### config.mk
export PLATFORM = sky130hd
export DESIGN_NAME = servo_remote_register_handshake
export DESIGN_NICKNAME = d
export VERILOG_FILES = /design/src/rtl/input_sync3.v /design/src/rtl/servo_remote_register_handshake.v
export VERILOG_INCLUDE_DIRS = /design/src /design/src/include
export SDC_FILE = /design/constraint.sdc
export NUM_CORES = 1
export LEC_CHECK = 0
export BUFFER_PORTS_ARGS = -buffer_cell sky130_fd_sc_hd__clkbuf_2
export CORE_MARGIN = 4
export CORE_UTILIZATION = 25
export CTS_CLUSTER_DIAMETER = 30
export DETAILED_ROUTE_END_ITERATION = 16
export GPL_ROUTABILITY_DRIVEN = 0
export HOLD_SLACK_MARGIN = 0.1
export PLACE_DENSITY = 0.62
export SLEW_MARGIN = 25
export SYNTH_ARGS = -nofsm -noshare
export SYNTH_HDL_FRONTEND = slang
export SYNTH_SLANG_ARGS = --single-unit
export TNS_END_PERCENT = 20
### constraint.sdc
create_clock -name MCLK -period 5.8 [get_ports MCLK]
set_input_delay 0.58 -clock MCLK [delete_from_list [all_inputs] [get_ports MCLK]]
set_output_delay 0.58 -clock MCLK [all_outputs]
set_load 0.01 [all_outputs]
### src/include/remote_handshake_map.vh
// Constants for the remote-register handshake block: answer codes,
// instruction code ranges, sign words and input-source defaults.
// Assumes a single 25 MHz clock domain; included by the design files only.
`ifndef REMOTE_HANDSHAKE_MAP_VH
`define REMOTE_HANDSHAKE_MAP_VH

`define ANS_NORMAL 4'h0
`define ANS_CODE_ERR 4'h1
`define ANS_SELECT_ERR 4'h2
`define ANS_RANGE_ERR 4'h3

`define ANS_MON_LSB 0
`define ANS_INS_LSB 4

`define READ_CODE_MIN 16'h0000
`define READ_CODE_MAX 16'h0a1f
`define WRITE_CODE_MIN 16'h8000
`define WRITE_CODE_MAX 16'h911f
`define POINT_GROUP_MIN 8'h8b
`define POINT_LAST_BAD 8'hff

`define SIGN_POS 16'h0000
`define SIGN_NEG 16'hffff

`define ITEM_OK 2'h0
`define ITEM_BAD_CODE 2'h1
`define ITEM_NOT_ENABLED 2'h2
`define ITEM_OUT_OF_RANGE 2'h3

`define SRC_SELECT_RESET 5'h07
`define SRC_WIDTH 5

`endif

### src/rtl/input_sync3.v
// Three-stage synchroniser for connector input pins.
// Assumes the pins are asynchronous to MCLK; output moves only when stages agree.
`timescale 1ns/1ps
`include "remote_handshake_map.vh"

module input_sync3 (
    input wire clk,
    input wire rst_n,
    input wire [`SRC_WIDTH-1:0] pin_in,
    output reg [`SRC_WIDTH-1:0] level_q
);
    reg [`SRC_WIDTH-1:0] s1_q;
    reg [`SRC_WIDTH-1:0] s2_q;
    reg [`SRC_WIDTH-1:0] s3_q;
    integer i;

    always @(posedge clk or negedge rst_n) begin
        if (!rst_n) begin
            s1_q <= {`SRC_WIDTH{1'b0}};
            s2_q <= {`SRC_WIDTH{1'b0}};
            s3_q <= {`SRC_WIDTH{1'b0}};
            level_q <= {`SRC_WIDTH{1'b0}};
        end else begin
            s1_q <= pin_in;
            s2_q <= s1_q;
            s3_q <= s2_q;
            // Per bit, a change counts only once two stages agree
            for (i = 0; i < `SRC_WIDTH; i = i + 1) begin
                if (s2_q[i] == s3_q[i]) begin
                    level_q[i] <= s3_q[i];
                end
            end
        end
    end
endmodule // input_sync3

### src/rtl/servo_remote_register_handshake.v
// Remote-register handshake: monitor reads, instruction-code read/write
// sequences, answer-code reporting and per-signal input source selection.
// Assumes network words/bits arrive from logic on MCLK; the item store
// (parameters, point tables) and monitor sources sit outside this block.
`timescale 1ns/1ps
`include "remote_handshake_map.vh"

module servo_remote_register_handshake (
    input wire MCLK,
    input wire NRST,
    input wire TWO_STATIONS,
    input wire [15:0] MONITOR_SELECT_A,
    input wire [15:0] MONITOR_SELECT_B,
    input wire MONITOR_REQUEST,
    output reg MONITORING_ACK,
    output reg [15:0] MONITOR_RESULT_W0,
    output reg [15:0] MONITOR_RESULT_W1,
    output reg [15:0] MONITOR_RESULT_W5,
    output reg [15:0] MONITOR_RESULT_W6,
    output wire [15:0] MON_CODE_A,
    output wire [15:0] MON_CODE_B,
    input wire [31:0] MON_DATA_A,
    input wire [31:0] MON_DATA_B,
    input wire MON_SUPPORTED_A,
    input wire MON_SUPPORTED_B,
    input wire MON_WIDE_A,
    input wire MON_WIDE_B,
    input wire [15:0] INSTRUCTION_CODE_WORD,
    input wire [15:0] WRITE_VALUE_WORD,
    input wire INSTRUCTION_REQUEST,
    output reg INSTRUCTION_DONE,
    output reg [15:0] READ_VALUE_WORD,
    output wire [15:0] ANSWER_WORD,
    output reg [15:0] ITEM_CODE,
    output reg [15:0] ITEM_WRITE_DATA,
    output reg ITEM_READ_STROBE,
    output reg ITEM_WRITE_STROBE,
    input wire [15:0] ITEM_READ_DATA,
    input wire ITEM_ACK,
    input wire [1:0] ITEM_STATUS,
    input wire SOURCE_SELECT_LOAD,
    input wire [`SRC_WIDTH-1:0] SOURCE_SELECT_DATA,
    output reg [`SRC_WIDTH-1:0] SOURCE_SELECT,
    input wire [`SRC_WIDTH-1:0] NETWORK_INPUTS,
    input wire [`SRC_WIDTH-1:0] CONNECTOR_INPUTS,
    output reg [`SRC_WIDTH-1:0] EFFECTIVE_INPUTS
);
    localparam [1:0] ST_IDLE = 2'b00;
    localparam [1:0] ST_BUSY = 2'b01;
    localparam [1:0] ST_DONE = 2'b10;

    reg rst_a_q;
    reg rst_n_q;
    reg [1:0] ins_state_q;
    reg [1:0] ins_state_d;
    reg [3:0] mon_err_q;
    reg [3:0] ins_err_q;
    reg [3:0] ins_err_d;
    reg ins_is_read_q;
    reg ins_is_read_d;
    reg done_d;
    reg rd_strobe_d;
    reg wr_strobe_d;
    reg [15:0] read_value_d;
    reg [15:0] item_code_d;
    reg [15:0] item_wdata_d;
    wire [`SRC_WIDTH-1:0] conn_level;
    wire code_is_read;
    wire code_is_write;
    wire code_bad_table;

    // Upper result word: real upper half, or sign word when value is 16-bit
    function [15:0] upper_word;
        input [31:0] value;
        input wide;
        begin
            if (wide) begin
                upper_word = value[31:16];
            end else if (value[15]) begin
                upper_word = `SIGN_NEG;
            end else begin
                upper_word = `SIGN_POS;
            end
        end
    endfunction

    // Map item store status onto an answer digit
    function [3:0] status_code;
        input [1:0] status;
        begin
            case (status)
                `ITEM_BAD_CODE: status_code = `ANS_CODE_ERR;
                `ITEM_NOT_ENABLED: status_code = `ANS_SELECT_ERR;
                `ITEM_OUT_OF_RANGE: status_code = `ANS_RANGE_ERR;
                default: status_code = `ANS_NORMAL;
            endcase
        end
    endfunction

    // Reset released through two flops so every register leaves reset together
    always @(posedge MCLK or negedge NRST) begin
        if (!NRST) begin
            rst_a_q <= 1'b0;
            rst_n_q <= 1'b0;
        end else begin
            rst_a_q <= 1'b1;
            rst_n_q <= rst_a_q;
        end
    end

    input_sync3 conn_sync (
        .clk(MCLK),
        .rst_n(rst_n_q),
        .pin_in(CONNECTOR_INPUTS),
        .level_q(conn_level)
    );

    // Input source selection
    always @(posedge MCLK or negedge rst_n_q) begin
        if (!rst_n_q) begin
            SOURCE_SELECT <= `SRC_SELECT_RESET;
            EFFECTIVE_INPUTS <= {`SRC_WIDTH{1'b0}};
        end else begin
            if (SOURCE_SELECT_LOAD) begin
                SOURCE_SELECT <= SOURCE_SELECT_DATA;
            end
            // Network copy of a connector-sourced signal is simply dropped
            EFFECTIVE_INPUTS <= (SOURCE_SELECT & conn_level)
                | (~SOURCE_SELECT & NETWORK_INPUTS);
        end
    end

    // Monitor path: the source sees the live selection words
    assign MON_CODE_A = MONITOR_SELECT_A;
    assign MON_CODE_B = MONITOR_SELECT_B;

    always @(posedge MCLK or negedge rst_n_q) begin
        if (!rst_n_q) begin
            MONITORING_ACK <= 1'b0;
            MONITOR_RESULT_W0 <= 16'h0000;
            MONITOR_RESULT_W1 <= 16'h0000;
            MONITOR_RESULT_W5 <= 16'h0000;
            MONITOR_RESULT_W6 <= 16'h0000;
            mon_err_q <= `ANS_NORMAL;
        end else begin
            // Ack tracks request so it falls once the master drops it
            MONITORING_ACK <= MONITOR_REQUEST;
            if (MONITOR_REQUEST) begin
                // Loaded every cycle while requested; ack rises on the same edge
                MONITOR_RESULT_W0 <= MON_DATA_A[15:0];
                if (TWO_STATIONS) begin
                    MONITOR_RESULT_W1 <= upper_word(MON_DATA_A, MON_WIDE_A);
                    MONITOR_RESULT_W5 <= MON_DATA_B[15:0];
                    MONITOR_RESULT_W6 <= upper_word(MON_DATA_B, MON_WIDE_B);
                end else begin
                    // Word 1 carries the second selection, e.g. the upper code
                    MONITOR_RESULT_W1 <= MON_DATA_B[15:0];
                end
                if (!MON_SUPPORTED_A || !MON_SUPPORTED_B) begin
                    mon_err_q <= `ANS_CODE_ERR;
                end else begin
                    mon_err_q <= `ANS_NORMAL;
                end
            end
            // With the request low nothing is loaded, so all words hold
        end
    end

    // Instruction code classification
    assign code_is_read = (INSTRUCTION_CODE_WORD >= `READ_CODE_MIN)
        && (INSTRUCTION_CODE_WORD <= `READ_CODE_MAX);
    assign code_is_write = (INSTRUCTION_CODE_WORD >= `WRITE_CODE_MIN)
        && (INSTRUCTION_CODE_WORD <= `WRITE_CODE_MAX);
    // Point table groups index the table by the low byte; 255 is not usable
    assign code_bad_table = code_is_write
        && (INSTRUCTION_CODE_WORD[15:8] >= `POINT_GROUP_MIN)
        && (INSTRUCTION_CODE_WORD[7:0] == `POINT_LAST_BAD);

    always @* begin
        ins_state_d = ins_state_q;
        ins_err_d = ins_err_q;
        ins_is_read_d = ins_is_read_q;
        done_d = INSTRUCTION_DONE;
        rd_strobe_d = 1'b0;
        wr_strobe_d = 1'b0;
        read_value_d = READ_VALUE_WORD;
        item_code_d = ITEM_CODE;
        item_wdata_d = ITEM_WRITE_DATA;
        case (ins_state_q)
            ST_IDLE: begin
                if (INSTRUCTION_REQUEST) begin
                    item_code_d = INSTRUCTION_CODE_WORD;
                    item_wdata_d = WRITE_VALUE_WORD;
                    ins_is_read_d = code_is_read;
                    if (code_bad_table || (!code_is_read && !code_is_write)) begin
                        // Refused codes still complete so the master is not stuck
                        ins_err_d = `ANS_CODE_ERR;
                        done_d = 1'b1;
                        ins_state_d = ST_DONE;
                    end else begin
                        rd_strobe_d = code_is_read;
                        wr_strobe_d = code_is_write;
                        ins_state_d = ST_BUSY;
                    end
                end
            end
            ST_BUSY: begin
                if (ITEM_ACK) begin
                    // Read data and done are published on one edge; a refused
                    // read leaves the last good value standing for the master
                    if (ins_is_read_q && (ITEM_STATUS == `ITEM_OK)) begin
                        read_value_d = ITEM_READ_DATA;
                    end
                    ins_err_d = status_code(ITEM_STATUS);
                    done_d = 1'b1;
                    ins_state_d = ST_DONE;
                end
            end
            ST_DONE: begin
                if (!INSTRUCTION_REQUEST) begin
                    done_d = 1'b0;
                    ins_state_d = ST_IDLE;
                end
            end
            default: begin
                done_d = 1'b0;
                ins_state_d = ST_IDLE;
            end
        endcase
    end

    always @(posedge MCLK or negedge rst_n_q) begin
        if (!rst_n_q) begin
            ins_state_q <= ST_IDLE;
            ins_err_q <= `ANS_NORMAL;
            ins_is_read_q <= 1'b0;
            INSTRUCTION_DONE <= 1'b0;
            ITEM_READ_STROBE <= 1'b0;
            ITEM_WRITE_STROBE <= 1'b0;
            READ_VALUE_WORD <= 16'h0000;
            ITEM_CODE <= 16'h0000;
            ITEM_WRITE_DATA <= 16'h0000;
        end else begin
            ins_state_q <= ins_state_d;
            ins_err_q <= ins_err_d;
            ins_is_read_q <= ins_is_read_d;
            INSTRUCTION_DONE <= done_d;
            ITEM_READ_STROBE <= rd_strobe_d;
            ITEM_WRITE_STROBE <= wr_strobe_d;
            READ_VALUE_WORD <= read_value_d;
            ITEM_CODE <= item_code_d;
            ITEM_WRITE_DATA <= item_wdata_d;
        end
    end

    // Monitor errors in the lowest digit, instruction errors in the next
    assign ANSWER_WORD = {8'h00, ins_err_q, mon_err_q};

endmodule // servo_remote_register_handshake

After elaboration in Yosys (flattened, before gate mapping)
Index checks and enable logic that the tools add are counted.
Operators by class
  order comparisons: 5
  equality and inequality tests: 15
  mux-type cells: 27
  bitwise logic cells: 4
  reductions and logical operators: 21
Operator list (number)
  $mux 16: 5
  $ge 16x1->1 const B: 1
  $ge 16x16->1 const B: 1
  $le 16x12->1 const B: 1
  $le 16x16->1 const B: 1
  $mux 4: 3
  $pmux 2 s3: 2
  $mux 1: 11
  $and 5x5->5: 2
  $eq 8x8->1 const B: 1
  $ge 8x8->1 const B: 1
  $mux 2: 4
  $ne 2x2->1 const B: 4
  $pmux 4 s2: 1
  $reduce_and 4->1: 2
  $eq 2x2->1 const B: 3
  $logic_and 1x1->1: 6
  $reduce_and 3->1: 2
  $eq 1x1->1: 5
  $not 5->5: 1
  $or 5x5->5: 1
  $eq 2x1->1 const B: 2
  $logic_not 1->1: 4
  $logic_not 2->1: 2
  other kinds (4): 6
Word-level totals
  register bits after elaboration: 159
  output and inout bits: 174
  word-level logic and storage cells: 99

Longest topological paths before layout
Gate-level depths: netlist (run 1).
  depth in word-level cells: 8
  gate-level depth with buffers: 7
  mapped depth without buffers: 4

Cells and area by module
A second synthesis (run 1) with hierarchy kept.
Second synthesis, totals
  cell total of the unflattened synthesis: 563
  area total of the unflattened synthesis: 6367.4 um^2
Modules (own cells, without submodules)
  servo_remote_register_handshake: times used 1, cells an instance 538, area each 5810.6 um^2, seq. area each 3357.0 um^2
  input_sync3: times used 1, cells an instance 25, area each 556.8 um^2, seq. area each 500.5 um^2

Worst setup path after synthesis (run 1)
No wires, ideal clock.
  path kind: input-to-reg
  start point: input ITEM_ACK
  end point: register READ_VALUE_WORD[10]
  library setup time: 0.125 ns
  arrival: 1.737 ns
  required time: 5.675 ns
  path slack: 3.938 ns
  stages on the path: 5
  path buffers: 2
  cells stage by stage: nand3b_4 -> or4b_4 -> buf_6 -> buf_12 -> mux2_4
Between the ends
  word-level cells in the longest chain between the ends: 1
Ends and longest elaborated chain
  start: declaration: RTL line servo_remote_register_handshake.v:39  | input wire ITEM_ACK,
  $reduce_and 3->1 (no line)
  end signal: assignment: RTL line servo_remote_register_handshake.v:250  | READ_VALUE_WORD <= read_value_d;
  end: declaration: RTL line servo_remote_register_handshake.v:32  | output reg [15:0] READ_VALUE_WORD,
No other way between the ends.
A chain may end at the register's enable or synchronous reset.

Final worst setup path (run 1)
  start point: input TWO_STATIONS
  end point: register MONITOR_RESULT_W5[5]
Between the ends
  word-level cells in the longest chain between the ends: 1
Ends and longest elaborated chain
  start: declaration: RTL line servo_remote_register_handshake.v:11  | input wire TWO_STATIONS,
  $reduce_and 2->1 (no line)
  end signal: assignment: RTL line servo_remote_register_handshake.v:153  | MONITOR_RESULT_W5 <= MON_DATA_B[15:0];
  end: declaration: RTL line servo_remote_register_handshake.v:18  | output reg [15:0] MONITOR_RESULT_W5,
No other way between the ends.

==> results of run 1 <==
==> final cells by class <==
type	count	area (um2)	share of cell area, %
clock inverters	15	153	1.84
clock buffers	17	425	5.12
flip-flops and latches	154	3860	46.4
inverters	16	60.1	0.722
multi-input cells	327	2010	24.1
well taps	330	413	4.97
repair buffers	275	1400	16.8
==> registers in the layout (all words and copies together), names as in the netlist, 16 cells and up <==
name,flops
READ_VALUE_WORD,16
MONITOR_RESULT_W0,16
ITEM_WRITE_DATA,16
MONITOR_RESULT_W5,16
MONITOR_RESULT_W6,16
MONITOR_RESULT_W1,16
ITEM_CODE,16
==> synthesized netlist by cell type (4+ instances only) <==
master,instances,area share [%]
nand3_1,17,1.3
mux2_4,10,2.4
a31oi_1,4,0.39
buf_4,45,5.3
o211ai_1,16,1.9
dfrtp_1,151,59
maj3_1,5,0.79
a21oi_1,17,1.3
clkbuf_1,30,1.8
nand2_1,134,7.9
inv_1,16,0.94
mux2_2,49,8.7
o21ai_0,36,2.8
nor2_1,5,0.30
==> per-layer routing <==
layer | GRT usage, % | part of all wire, % | vias up
li1 | - | - | 2260
met1 | 14.1 | 41 | 2280
met2 | 19.9 | 49 | 184
met3 | 4.75 | 8.9 | 17
met4 | 3.03 | 1.2 | 2
met5 | 0 | 0.048 | -
==> logic make-up after synthesis <==
group | share of synthesized area, %
other | 0.118
DFF | 60.7
AOI/OAI and AO/OA | 7.63
adders and majority gates | 0.787
and+or+nand+nor | 11.0
muxes | 11.2
buffers and inverters | 8.58
==> path summary, 6_finish.rpt <==
check	from	end	slack, ns	cells after the start
worst min-delay path	CONNECTOR_INPUTS[2]	conn_sync.s1_q[2]	0.27	1
min in group asynchronous	rst_n_q	MONITOR_RESULT_W0[5]	0.35	0
worst max-delay path	TWO_STATIONS	MONITOR_RESULT_W5[5]	3.65	4
worst max register to register	ins_state_q[1]	READ_VALUE_WORD[14]	3.96	3
max in group asynchronous	rst_n_q	MONITOR_RESULT_W1[12]	4.30	1
worst min register to register	rst_n_q	MONITOR_RESULT_W0[5]	0.35	0
==> timing repair <==
item | CTS | global route
endpoints found under the setup margin | 0 | 0
resized for setup | 0 | 0
hold buffers | 1 | 0
hold endpoints to repair | 2 | 0
==> worst max-delay path, cell delays in order <==
cell      delay, ns
clkbuf_2       0.36
nand2_1        0.73
buf_4          0.40
mux2_2         0.37
==> report_power, final <==
part / total [mW] / switching, mW / leakage [nW] / internal [mW]
Clock: 1.10 / 0.490 / 0.277 / 0.608
Sequential: 1.27 / 0.0733 / 1.88 / 1.20
Combinational: 0.426 / 0.237 / 2.16 / 0.189
==> per-stage QoR <==
stage	area, um2	utilization [%]	total power, mW
finish	8310	33.1	2.80
global route	8310	33.1	2.97
CTS	8310	33.1	2.86
detailed placement	7730	30.8	1.73
global placement	7720	30.8	1.72
floorplan	6400	-	1.53
==> impl_metrics.toml, run 1 <==
[layout]
n_antenna_cell = 0
drive_above_1_share_pct = 47.0
area_delta_synth_final_pct = 30.8
nFillCells = 2595
final_common_cell = "clkbuf_2"
layout_common_cells = "268 x clkbuf_2, 150 x dfrtp_1, 134 x nand2_1"
fin_cells = 1134
fin_nets = 963

[clock_tree]
clock_latency_ns = 0.42
cts_sinks = 154
clk_pin_slew_ns = 0.07
cts_tree = "built"
cts_max_path_buffers = 2
cts_root_buf = "clkbuf_16"
cts_buffers = 17
htreeDepth = 4
cts_setup_buffers = 0

[logic_synthesis]
ys_seq_area_share_pct = 60.7
postSynthCellCount = 563
avgSynthCellArea_um2 = 11.3
yosys_warnings = 0
async_flop_share_pct = 100
ys_types = 34
synth_edf_count = 0
synthFlopType = "dfrtp_1"
synth-seq-cells = 154
synth_area_um2 = 6360

[worst_setup_path]
cp_data_required_time_ns = 6.10
cp.arrival_ns = 2.45
path_class = "in2reg"
end_kind = "flip-flop"
startpoint_type = "input port"
critical_path.max_fanout = 33

[global_route]
grtUsageTotal_pct = 11.8
antenna_found_initial = 1
grt-ovfl-total = 0
grt_max_degree = 56
grt_pass1_vias = 5018
grt_pass1_wl_um = 26600

[route]
wirelength_um = 16500
drc_errors = 0
avgRoutedWirePerCell_um = 14.6
vias = 4743
via_per_inst = 4.18
ant_nets = 0
drt_iter0_drc = 342
drt_first_pass_iters = 4

[sta]
rsz0062_at_grt = "false"
fmax_mhz = 464
fin_crit_sh_pct = 37.2
layout_min_cycle_time_ns = 2.15
layout_setup_ws_ns = 3.65
fin_tns_setup_ns = 0
finalSetupViolCount = 0
tightest_slew_ns = 0.786
slew_headroom_pct = 47.5
drv_slew = 0
fin_worst_skew_ns = 0.0118
finalHoldViolations = 0
holdWs_ns = 0.269

[job]
drv_cap = 0

[power_and_ir_drop]
power.leakage_nw = 4.32
p_per_area_nw_per_um2 = 336
vdd_drop_max_uv = 145

[place]
placedCellCount = 1101
place_ws_ns = 3.19
io_buffers = 268
hpwlAfterDp_um = 12400

[status]
status = "finished clean"

[die]
ios = 346
core_area_um2 = 25100
dieArea_um2 = 28000
die_w_um = 167
rows = 58
fp.dieH_um = 167
initial_core_util_pct = 25.3

[hold_path]
hold_class = "in2reg"
Note: power is estimated with default switching activity, not from simulation.
==> run 2, diff against run 1 <==
==> constraint.sdc (replaced) <==
create_clock -name MCLK -period 2.22 [get_ports MCLK]
set_input_delay 0.222 -clock MCLK [delete_from_list [all_inputs] [get_ports MCLK]]
set_output_delay 0.222 -clock MCLK [all_outputs]
set_load 0.01 [all_outputs]
==> run 2 against run 1 <==
Net effect:
- first-iteration DRC count is 23% lower
- critical path depth is 2 higher
- largest power group unchanged
- wire length is 14% higher
- non-clock buffer count is 121 higher
- critical endpoint is now ins_err_q[0]
- register-to-register slack worse by 3.6 ns
- clock skew is 0.0014 ns higher
- cell area is 15% higher
- total power grew to 2.7 times the previous value
- utilization is 5.0 points higher
==> impl_metrics.toml, run 2 (synthesis results as in run 1) <==
[route]
drc_errors = 0
via_per_inst = 4.20
ant_nets = 0
avgRoutedWirePerCell_um = 14.9
drt_iter0_drc = 264
drt_first_pass_iters = 4
wirelength_um = 18800
vias = 5271

[hold_path]
hold_depth = 3
hold_class = "in2reg"
holdCritStartpoint = "MON_DATA_B[20]"
hold_end = "MONITOR_RESULT_W6[4]"

[clock_tree]
cts_max_path_buffers = 2
cts_sinks = 154
cts_root_buf = "clkbuf_16"
htreeDepth = 4
cts_setup_buffers = 0
cts_resized = 0
clk_pin_slew_ns = 0.07
clock_latency_ns = 0.42
cts_tree = "built"
cts_buffers = 17

[sta]
finalSetupViolCount = 0
tightest_slew_ns = 0.630
layout_min_cycle_time_ns = 1.90
fin_crit_sh_pct = 85.8
slew_headroom_pct = 58.0
fmax_mhz = 525
finalHoldViolations = 0
rsz0062_at_grt = "false"
fin_worst_skew_ns = 0.0132
fin_tns_setup_ns = 0
drv_slew = 0

[status]
status = "finished clean"

[worst_setup_path]
startpoint_type = "input port"
worstReg2RegStart = "ins_state_q[1]"
cp.arrival_ns = 2.20
cp_data_required_time_ns = 2.52
timing.reg2reg.setup_slack_ns = 0.40
rr_worst_depth = 3
critical_path.max_fanout = 6
end_kind = "flip-flop"
rr_endpoint = "READ_VALUE_WORD[8]"
path_class = "in2reg"

[place]
hpwlAfterDp_um = 13100
io_buffers = 268

[die]
die_w_um = 167
dieArea_um2 = 28000
fp.dieH_um = 167
ios = 346
initial_core_util_pct = 25.3
core_area_um2 = 25100
rows = 58

[power_and_ir_drop]
p_per_area_nw_per_um2 = 799
power.leakage_nw = 4.87
vdd_drop_max_uv = 404

[global_route]
antenna_found_initial = 0
grt_use_met1_pct = 16.2
grt_pass1_wl_um = 29800
top_usage_layer = "met2"
use_met3_pct = 4.08
grt-ovfl-total = 0
use_met2_pct = 21.7
grtUsageTotal_pct = 13.1
grt_max_degree = 52
grt_pass1_vias = 5525

[layout]
nFillCells = 2406
layout_common_cells = "268 x clkbuf_2, 150 x dfrtp_1, 134 x nand2_1"
n_antenna_cell = 0
fin_nets = 1084
fin_util_pct = 38.1
drive_above_1_share_pct = 42.1
final_common_cell = "clkbuf_2"
area_delta_synth_final_pct = 50.5

[job]
drv_cap = 0
==> run 2: changes by cell type in the layout (fill, tap and decap cells not counted) <==
cell,change
clkinv_2,+1
nor2b_2,-1
clkinv_8,+1
nor2b_1,+1
clkinvlp_4,-3
bufinv_16,+1
dlygate4sd3_1,+109
clkinv_4,+1
inv_8,-1
buf_4,+8
buf_12,+4
==> run 2: metal layers <==
metal,routed length [um],up-vias,share of wire (%)
li1,-,2511,-
met1,7940,2519,42
met2,9050,211,48
met3,1330,30,7.1
met4,427,0,2.3
met5,0,-,0
==> run 2: per-stage QoR <==
stage / cells / hold slack (ns) / instance area [um2] / power (mW) / setup WS [ns]
2_1_floorplan: 575 / -0.0736 / 6410 / 4.00 / 0.443
3_3_place_gp: 1113 / 0.00902 / 7860 / 4.53 / 0.451
3_5_place_dp: 1113 / 0.00828 / 7860 / 4.55 / 0.425
4_1_cts: 1255 / 0.102 / 9570 / 7.77 / 0.337
5_1_grt: 1255 / 0.106 / 9570 / 8.04 / 0.141
6_report: 1255 / 0.121 / 9570 / 7.64 / 0.315
==> run 2: how the worst max path moves through the flow <==
stage               cells past startpoint  slack [ns]                startpoint                  end
finish                                  6        0.32  INSTRUCTION_CODE_WORD[9]         ins_err_q[0]
global route                            6        0.14  INSTRUCTION_CODE_WORD[9]         ins_err_q[0]
CTS                                     6        0.34  INSTRUCTION_CODE_WORD[9]         ins_err_q[0]
detailed placement                      3        0.42            ins_state_q[1]   READ_VALUE_WORD[8]
global placement                        3        0.45            ins_state_q[1]  READ_VALUE_WORD[12]
floorplan                               5        0.44            ins_state_q[1]  READ_VALUE_WORD[10]
==> run 2: timing repair <==
action,in CTS,in global routing
hold endpoints to repair,125,0
hold buffers,110,0
endpoints found under the setup margin,0,0
==> run 2: worst max-delay path, stage by stage <==
cell,delay [ns]
dlygate4sd3_1,0.54
clkbuf_2,0.14
a21o_1,0.19
a2111oi_2,0.44
o2111ai_1,0.34
a31o_2,0.33
==> run 2: area by class of cell <==
class                   instances  area, um2  share of cell area (%)
flip-flops and latches        154       3860                    40.4
repair buffers                396       2630                    27.5
multi-input cells             327       2000                    20.9
clock buffers                  17        425                    4.45
well taps                     330        413                    4.31
clock inverters                15        179                    1.87
inverters                      16       60.1                   0.628
==> run 2: where the power goes <==
group / switching, mW / internal (mW) / total (mW)
sequential: 0.197 / 3.13 / 3.33
combinational: 0.675 / 0.643 / 1.32
clock: 1.29 / 1.70 / 2.99
total: 2.16 / 5.48 / 7.64
